==> config.mk <==
export PLATFORM = sky130hd
export DESIGN_NAME = fdr_top
export DESIGN_NICKNAME = d
export VERILOG_FILES = /design/src/fdr_pkg.sv /design/src/fdr_channel.sv /design/src/fdr_top.sv
export SDC_FILE = /design/constraint.sdc
export NUM_CORES = 1
export LEC_CHECK = 0
export ABC_AREA = 1
export ABC_CLOCK_PERIOD_IN_PS = 3500
export BUFFER_PORTS_ARGS = -buffer_cell sky130_fd_sc_hd__buf_2
export CORE_ASPECT_RATIO = 1.4
export CORE_UTILIZATION = 45
export CTS_BUF_LIST = sky130_fd_sc_hd__clkbuf_16
export DETAILED_ROUTE_END_ITERATION = 7
export GPL_ROUTABILITY_DRIVEN = 0
export PLACE_DENSITY = 0.7
export SYNTH_ARGS = -nofsm -noshare
export SYNTH_HDL_FRONTEND = slang
export SYNTH_HIERARCHICAL = 1
export SYNTH_SLANG_ARGS = --single-unit
==> constraint.sdc <==
create_clock -name clk -period 3.5 [get_ports clk]
set_clock_uncertainty 0.1 [all_clocks]
set_input_delay 0.175 -clock clk [delete_from_list [all_inputs] [get_ports clk]]
set_output_delay 0.175 -clock clk [all_outputs]
set_load 0.02 [all_outputs]
==> src/fdr_pkg.sv <==
// Constants, register map and state types for the fan drive ramp controller.
package fdr_pkg;

	// Time base: a tenth of a second and the slow 1.6 s step unit.
	localparam int unsigned CLK_HZ       = 40_000_000;
	localparam int unsigned TENTH_MS     = 100;
	localparam int unsigned TENTH_CYCLES = CLK_HZ / 1000 * TENTH_MS;
	localparam int unsigned SLOW_MS      = 1600;
	localparam logic [4:0]  SLOW_TENTHS  = 5'(SLOW_MS / TENTH_MS);

	// Register indices; the byte address is four times the index.
	localparam logic [5:0] IDX_SYS_STOPV = 6'h08;
	localparam logic [5:0] IDX_CPU_STOPV = 6'h09;
	localparam logic [5:0] IDX_SYS_KICK  = 6'h0a;
	localparam logic [5:0] IDX_CPU_KICK  = 6'h0b;
	localparam logic [5:0] IDX_SYS_STOPT = 6'h0c;
	localparam logic [5:0] IDX_CPU_STOPT = 6'h0d;
	localparam logic [5:0] IDX_STEP_DN   = 6'h0e;
	localparam logic [5:0] IDX_STEP_UP   = 6'h0f;
	localparam logic [5:0] IDX_CFG       = 6'h12;
	localparam logic [5:0] IDX_CTRL      = 6'h20;
	localparam logic [5:0] IDX_SYS_TGT   = 6'h21;
	localparam logic [5:0] IDX_CPU_TGT   = 6'h22;
	localparam logic [5:0] IDX_SYS_LVL   = 6'h24;
	localparam logic [5:0] IDX_CPU_LVL   = 6'h25;
	localparam logic [5:0] IDX_STATE     = 6'h26;

	// Field positions.
	localparam int unsigned CFG_SYS_HOLD = 5;
	localparam int unsigned CFG_CPU_HOLD = 4;
	localparam logic [7:0]  CFG_MASK     = 8'h30;
	localparam int unsigned CTRL_SYS_RUN = 0;
	localparam int unsigned CTRL_CPU_RUN = 1;
	localparam int unsigned CTRL_AUTO    = 2;
	localparam int unsigned CTRL_SYS_COLD = 3;
	localparam int unsigned CTRL_CPU_COLD = 4;
	localparam logic [7:0]  CTRL_MASK    = 8'h1f;

	// Reset values.
	localparam logic [7:0] RST_STOPV   = 8'h01;
	localparam logic [7:0] RST_KICK    = 8'h01;
	localparam logic [7:0] RST_STOPT   = 8'h3c;
	localparam logic [7:0] RST_STEP    = 8'h0a;
	localparam logic [7:0] RST_CFG     = 8'h00;
	localparam logic [7:0] RST_CTRL    = 8'h00;
	localparam logic [7:0] RST_TGT     = 8'h00;

	typedef enum logic [3:0] {
		fdr_off  = 4'h1,
		fdr_kick = 4'h2,
		fdr_on   = 4'h4,
		fdr_stop = 4'h8
	} fdr_state_t;

	// Per-fan ramp state.
	typedef struct packed {
		fdr_state_t  state;
		logic [7:0]  level;
		logic [7:0]  lim;
		logic [7:0]  span;
		logic [7:0]  rem;
		logic [15:0] acc;
		logic [7:0]  icnt;
		logic        run;
	} fdr_chan_t;

	// Top-level state: bus, registers and time base.
	typedef struct packed {
		logic        wreq;
		logic [7:0]  rdata;
		logic [7:0]  sys_stopv;
		logic [7:0]  cpu_stopv;
		logic [7:0]  sys_kick;
		logic [7:0]  cpu_kick;
		logic [7:0]  sys_stopt;
		logic [7:0]  cpu_stopt;
		logic [7:0]  step_dn;
		logic [7:0]  step_up;
		logic [7:0]  cfg;
		logic [7:0]  ctrl;
		logic [7:0]  sys_tgt;
		logic [7:0]  cpu_tgt;
		logic [21:0] div;
		logic [4:0]  slow;
		logic        tick_tenth;
		logic        tick_slow;
	} fdr_top_t;

endpackage

==> src/fdr_channel.sv <==
// Ramp engine for one fan drive output.
`timescale 1ns/1ps
module fdr_channel
	import fdr_pkg::*;
(
	input  wire logic       clk,
	input  wire logic       rst_b,
	input  wire logic       tick_tenth,
	input  wire logic       tick_slow,
	input  wire logic       auto_mode,
	input  wire logic       run,
	input  wire logic       cold,
	input  wire logic       min_hold,
	input  wire logic [7:0] kick,
	input  wire logic [7:0] stop_val,
	input  wire logic [7:0] stop_time,
	input  wire logic [7:0] step_up,
	input  wire logic [7:0] step_down,
	input  wire logic [7:0] target,
	output logic      [7:0] level,
	output fdr_state_t      state
);

	fdr_chan_t s;
	fdr_chan_t n;
	logic [7:0] aim;
	logic [7:0] ivl;
	logic       dec;
	logic       add;

	// Next-state logic; the stop decay spreads lim steps over span tenths
	// with an accumulator so no divider is needed.
	always_comb begin
		n = s;
		n.run = run;
		aim = cold ? (min_hold ? stop_val : 8'h00) : target;
		ivl = (aim > s.level) ? step_up : step_down;
		dec = (s.acc >= {8'h00, s.span}) && (s.level != 8'h00);
		add = tick_tenth && (s.rem != 8'h00);
		case (s.state)
			fdr_off: begin
				if (run && !s.run) begin
					n.state = fdr_kick;
					n.level = 8'h00;
					n.lim   = kick;
				end
			end
			fdr_kick: begin
				if (s.level >= s.lim) begin
					n.state = fdr_on;
					n.icnt  = 8'h00;
				end else if (tick_tenth) begin
					n.level = s.level + 8'h01;
				end
			end
			fdr_on: begin
				if (auto_mode && tick_slow) begin
					if ({1'b0, s.icnt} + 9'h001 >= {1'b0, ivl}) begin
						n.icnt = 8'h00;
						if (aim > s.level) begin
							n.level = s.level + 8'h01;
						end else if (aim < s.level) begin
							n.level = s.level - 8'h01;
						end
					end else begin
						n.icnt = s.icnt + 8'h01;
					end
				end
			end
			fdr_stop: begin
				if (run && !s.run) begin
					n.state = fdr_kick;
					n.level = 8'h00;
					n.lim   = kick;
				end else if (s.rem == 8'h00 && !dec) begin
					n.state = fdr_off;
					n.level = 8'h00;
					n.acc   = 16'h0000;
				end else begin
					n.acc = s.acc + (add ? {8'h00, s.lim} : 16'h0000)
						- (dec ? {8'h00, s.span} : 16'h0000);
					n.rem   = add ? s.rem - 8'h01 : s.rem;
					n.level = dec ? s.level - 8'h01 : s.level;
				end
			end
			default: n.state = fdr_off;
		endcase
		// Dropping run in a driven state always starts the decay.
		if (!run && (s.state == fdr_kick || s.state == fdr_on)) begin
			n.state = fdr_stop;
			n.level = stop_val;
			n.lim   = stop_val;
			n.span  = stop_time;
			n.rem   = stop_time;
			n.acc   = 16'h0000;
		end
	end

	// State register.
	always_ff @(posedge clk) begin
		if (!rst_b) begin
			s       <= '0;
			s.state <= fdr_off;
		end else begin
			s <= n;
		end
	end

	assign level = s.level;
	assign state = s.state;
endmodule

==> src/fdr_top.sv <==
// Register file, time base and two ramp engines for the fan drive controller.
//
// Decided for this implementation: the Avalon-MM interface to the registers.
`timescale 1ns/1ps
module fdr_top
	import fdr_pkg::*;
#(
	parameter int unsigned TENTH_COUNT = TENTH_CYCLES
)
(
	input  wire logic        clk,
	input  wire logic        rst_b,
	input  wire logic [7:0]  address,
	input  wire logic        read,
	input  wire logic        write,
	input  wire logic [31:0] writedata,
	input  wire logic [3:0]  byteenable,
	output logic      [31:0] readdata,
	output logic             waitrequest,
	output logic      [7:0]  system_fan_drive,
	output logic      [7:0]  processor_fan_drive
);

	fdr_top_t   s;
	fdr_top_t   n;
	logic [5:0] idx;
	logic [7:0] wbyte;
	logic [7:0] sys_level;
	logic [7:0] cpu_level;
	fdr_state_t sys_state;
	fdr_state_t cpu_state;

	assign idx   = address[7:2];
	assign wbyte = writedata[7:0];

	// Time base, bus handshake and register writes in one next-state block.
	always_comb begin
		n = s;
		n.tick_tenth = 1'b0;
		n.tick_slow  = 1'b0;
		// A 0.1 s tick, and a 1.6 s tick every sixteenth of those.
		if (s.div == 22'(TENTH_COUNT - 1)) begin
			n.div        = 22'h000000;
			n.tick_tenth = 1'b1;
			if (s.slow == SLOW_TENTHS - 5'h01) begin
				n.slow      = 5'h00;
				n.tick_slow = 1'b1;
			end else begin
				n.slow = s.slow + 5'h01;
			end
		end else begin
			n.div = s.div + 22'h000001;
		end
		// Waitrequest drops for one cycle, one cycle after the request.
		// The extra cycle lets the read mux settle into a flop, so readdata
		// comes straight from a register at the cost of one wait state.
		if (!s.wreq) begin
			n.wreq = 1'b1;
		end else if (read || write) begin
			n.wreq  = 1'b0;
			n.rdata = 8'h00;
			if (idx == IDX_SYS_STOPV) begin
				n.rdata = s.sys_stopv;
			end else if (idx == IDX_CPU_STOPV) begin
				n.rdata = s.cpu_stopv;
			end else if (idx == IDX_SYS_KICK) begin
				n.rdata = s.sys_kick;
			end else if (idx == IDX_CPU_KICK) begin
				n.rdata = s.cpu_kick;
			end else if (idx == IDX_SYS_STOPT) begin
				n.rdata = s.sys_stopt;
			end else if (idx == IDX_CPU_STOPT) begin
				n.rdata = s.cpu_stopt;
			end else if (idx == IDX_STEP_DN) begin
				n.rdata = s.step_dn;
			end else if (idx == IDX_STEP_UP) begin
				n.rdata = s.step_up;
			end else if (idx == IDX_CFG) begin
				n.rdata = s.cfg;
			end else if (idx == IDX_CTRL) begin
				n.rdata = s.ctrl;
			end else if (idx == IDX_SYS_TGT) begin
				n.rdata = s.sys_tgt;
			end else if (idx == IDX_CPU_TGT) begin
				n.rdata = s.cpu_tgt;
			end else if (idx == IDX_SYS_LVL) begin
				n.rdata = sys_level;
			end else if (idx == IDX_CPU_LVL) begin
				n.rdata = cpu_level;
			end else if (idx == IDX_STATE) begin
				n.rdata = {cpu_state, sys_state};
			end
		end
		// A write lands at the edge where the master sees waitrequest low.
		if (!s.wreq && write && byteenable[0]) begin
			if (idx == IDX_SYS_STOPV) begin
				n.sys_stopv = wbyte;
			end else if (idx == IDX_CPU_STOPV) begin
				n.cpu_stopv = wbyte;
			end else if (idx == IDX_SYS_KICK) begin
				n.sys_kick = wbyte;
			end else if (idx == IDX_CPU_KICK) begin
				n.cpu_kick = wbyte;
			end else if (idx == IDX_SYS_STOPT) begin
				n.sys_stopt = wbyte;
			end else if (idx == IDX_CPU_STOPT) begin
				n.cpu_stopt = wbyte;
			end else if (idx == IDX_STEP_DN) begin
				n.step_dn = wbyte;
			end else if (idx == IDX_STEP_UP) begin
				n.step_up = wbyte;
			end else if (idx == IDX_CFG) begin
				n.cfg = wbyte & CFG_MASK;
			end else if (idx == IDX_CTRL) begin
				n.ctrl = wbyte & CTRL_MASK;
			end else if (idx == IDX_SYS_TGT) begin
				n.sys_tgt = wbyte;
			end else if (idx == IDX_CPU_TGT) begin
				n.cpu_tgt = wbyte;
			end
		end
	end

	// State register with documented reset values.
	always_ff @(posedge clk) begin
		if (!rst_b) begin
			s           <= '0;
			s.wreq      <= 1'b1;
			s.sys_stopv <= RST_STOPV;
			s.cpu_stopv <= RST_STOPV;
			s.sys_kick  <= RST_KICK;
			s.cpu_kick  <= RST_KICK;
			s.sys_stopt <= RST_STOPT;
			s.cpu_stopt <= RST_STOPT;
			s.step_dn   <= RST_STEP;
			s.step_up   <= RST_STEP;
			s.cfg       <= RST_CFG;
			s.ctrl      <= RST_CTRL;
			s.sys_tgt   <= RST_TGT;
			s.cpu_tgt   <= RST_TGT;
		end else begin
			s <= n;
		end
	end

	assign readdata    = {24'h000000, s.rdata};
	assign waitrequest = s.wreq;

	// System fan engine.
	fdr_channel u_sys (
		.clk        (clk),
		.rst_b      (rst_b),
		.tick_tenth (s.tick_tenth),
		.tick_slow  (s.tick_slow),
		.auto_mode  (s.ctrl[CTRL_AUTO]),
		.run        (s.ctrl[CTRL_SYS_RUN]),
		.cold       (s.ctrl[CTRL_SYS_COLD]),
		.min_hold   (s.cfg[CFG_SYS_HOLD]),
		.kick       (s.sys_kick),
		.stop_val   (s.sys_stopv),
		.stop_time  (s.sys_stopt),
		.step_up    (s.step_up),
		.step_down  (s.step_dn),
		.target     (s.sys_tgt),
		.level      (sys_level),
		.state      (sys_state)
	);

	// Processor fan engine; same ramp, its own kick and stop settings.
	fdr_channel u_cpu (
		.clk        (clk),
		.rst_b      (rst_b),
		.tick_tenth (s.tick_tenth),
		.tick_slow  (s.tick_slow),
		.auto_mode  (s.ctrl[CTRL_AUTO]),
		.run        (s.ctrl[CTRL_CPU_RUN]),
		.cold       (s.ctrl[CTRL_CPU_COLD]),
		.min_hold   (s.cfg[CFG_CPU_HOLD]),
		.kick       (s.cpu_kick),
		.stop_val   (s.cpu_stopv),
		.stop_time  (s.cpu_stopt),
		.step_up    (s.step_up),
		.step_down  (s.step_dn),
		.target     (s.cpu_tgt),
		.level      (cpu_level),
		.state      (cpu_state)
	);

	assign system_fan_drive    = sys_level;
	assign processor_fan_drive = cpu_level;
endmodule

==> flow_metrics.tcl <==
set metrics [dict create \
    setup_viol 27 \
    track_usage_pct 26.8 \
    die_w_um 165 \
    synthAdderAreaFrac_pct 11.0 \
    drc 15 \
    drt_iter0_drc 1398 \
    drive_above_1_share_pct 24.4 \
    setup_ws_ns -0.335 \
    antenna_found_initial 0 \
    maxCapViolCount 0 \
    pin_count 97 \
    crit_required_ns 3.86 \
    whs_ns 0.0616 \
    synth_compound_area_share_pct 16.9 \
    maxSlewViolCount 0 \
    grt_pass1_vias 16284 \
    relSlewSlack_pct 36.4 \
    finalSetupTns_ns -3.38 \
    cts_tree "built" \
    avgSynthCellArea_um2 6.94 \
    synth_area_leaders "dfxtp_1, nand2_1, ha_1" \
    via_per_inst 5.61 \
    wirelength_um 53600 \
    clock_sinks 247 \
    p_leak_nw 9.10 \
    drtPass1Iterations 8 \
    synth_top_family_by_area "simple AND/OR/NAND/NOR gates" \
    max_stage_delay_ns 0.37 \
    cp_top_family "simple AND/OR/NAND/NOR gates" \
    critical_path.slowest_cell "dfxtp_4" \
    synth_common_cells "nand2_1, inv_1, dfxtp_1, a21oi_1, nor2_1" \
    critPathCaptureType "register" \
    syn_area_um2 16800 \
    critPathBufInv 4 \
    vias 17195 \
    hold_path.class "in2reg" \
    fp.dieH_um 231 \
    fillers 3294 \
    power_density_nw_per_um2 549 \
    netlist-cell-type-count 57 \
    ir_worst_vdd_mv 0.495 \
    period_minus_slack_ns 3.84 \
    synth_xor_area_share_pct 2.76 \
    cpMostUsedCell "nand2_1" \
    hold_violations 0 \
    htree_levels 1 \
    violations "DRC, setup timing" \
    cts_buffer_depth 3 \
    rsz0062_at_grt "yes" \
    grt_pass1_wl_um 81000 \
    worst_pin_slew_ns 0.949 \
    yosys.area_share.simple_pct 26.5 \
    cts_made_buffers 26 \
    yosysTopAreaCell "dfxtp_1" \
    critPathLaunchType "register" \
    rrSetupSlack_ns -0.34 \
    clkTransAtPathRegs_ns 0.07 \
    path_max_fanout 8 \
    async_reset_ff_share_pct 0 \
    arrival_ns 4.19 \
    dieArea_um2 38100 \
    core_um2 36800 \
    ys.warnings.count 6 \
    fmax_ghz 0.261 \
    yosysSeqAreaShare_pct 29.4 \
    cts-root-buf "clkbuf_16" \
    num_rows 83 \
    n_antenna_cell 0 \
    grt_start_max_net_pins 66 \
    nets 2766 \
    hpwlAfterDp_um 37800 \
    status "finished, violations left" \
    synth_top_cell_area_share_pct 29.4 \
    start_util_pct 45.7 \
    antenna_left 0 \
    synth_seq_cells 247 \
    synth_edf_count 0 \
    grt_overflow 0 \
    syn_to_final_growth_pct 22.8 \
    crit_type "reg2reg" \
    port_buffers 43 \
    synth_mux_area_share_pct 0.954 \
    wl_per_cell_um 17.5 \
    synth_ff_type "dfxtp_1" \
    synthCells 2419 \
    clk_latency_ns 0.56 \
    finalCritPeriodShare_pct 110 \
    yosysMostFrequentCell "nand2_1" \
]
## stage by stage
stage | std cells | util, % | instance area (um2) | total power, mW | setup slack, ns
floorplan | 2442 | - | 16900 | 5.95 | 0.0646
global placement | 2982 | 49.0 | 18000 | 7.08 | -0.193
detailed placement | 2982 | 49.0 | 18000 | 7.15 | -0.253
CTS | 3047 | 52.7 | 19400 | 10.5 | -0.0479
global route | 3066 | 56.1 | 20600 | 11.8 | -0.547
finish | 3066 | 56.1 | 20600 | 11.3 | -0.335
## cell families (layout without fill, tap and decap cells)
family | after synthesis | after routing
simple gates | 986 | 989
compound gates | 509 | 509
buf+inv | 469 | 623
flops | 247 | 247
fa+ha+maj | 138 | 138
xor+xnor | 53 | 53
mux | 16 | 16
other cells | 1 | 24
## repair_timing
| action | in CTS | in global routing |
|---|---|---|
| pin swaps | 51 | 142 |
| hold endpoints to repair | 23 | 0 |
| gates cloned | 4 | 0 |
| buffers inserted | 6 | 19 |
| endpoints found under the setup margin | 47 | 53 |
| gates resized for setup | 73 | 280 |
| hold buffers | 8 | 0 |
## power by group
part,switching [mW],internal [mW],total [mW],leakage [nW]
Clock,1.27,1.71,2.99,0.443
Combinational,3.06,2.21,5.27,6.65
Sequential,0.129,2.93,3.06,2.01
## cell usage in the layout, fill, tap and decap left out, types with 17 or more instances in the layout
cell type,instances
ha_4,32
ha_1,83
o21ai_1,21
o21ai_0,115
o211ai_1,17
a21oi_2,37
nand4_1,36
nor2_1,159
conb_1,24
a211oi_1,21
a21oi_1,194
inv_1,296
nand2_1,480
nand3_1,92
nand3_2,19
xor2_1,45
nor2_4,31
o22ai_1,19
clkbuf_16,27
nor3_1,26
or2_2,20
a31oi_1,25
nor2_2,28
dfxtp_1,219
inv_2,48
dfxtp_2,25
buf_2,42
nand2_2,45
buf_4,156
## metal layers
| layer | vias up | routed length (um) | global-route usage, % |
|---|---|---|---|
| met5 | - | 0 | 0 |
| met4 | 0 | 3710 | 15.8 |
| met3 | 234 | 3200 | 3.14 |
| met2 | 742 | 26700 | 47.4 |
| met1 | 7997 | 20000 | 30.5 |
| li1 | 8222 | - | - |
## cell type report
type,count,area (um2),area share [%]
timing repair buffer,222,1650,7.98
clock inverter,20,226,1.10
tap,467,584,2.83
sequential,247,4990,24.2
inverter,354,1330,6.47
clock buffer,27,676,3.28
multi-input combinational,1729,11200,54.2
## final timing paths
path | end | cells after the start | start
min reg2reg | s[6] | 2 | s[6]
max | u_cpu/level[6] | 26 | s[49]
max reg2reg | u_cpu/level[6] | 26 | s[49]
min | s[123] | 3 | writedata[6]
## registers in the layout (all words and copies together), names as in the netlist
name         flops
u_sys/s         49
u_sys/level      8
u_cpu/state      4
readdata         8
waitrequest      1
u_sys/state      4
u_cpu/level      8
u_cpu/s         49
s              116
## worst min-delay path: cells and delay by family
family / cells / cell delay, ns
compound gates: 1 / 0.11
buf+inv: 2 / 0.38
No activity file was read; power rests on OpenSTA's default activity.
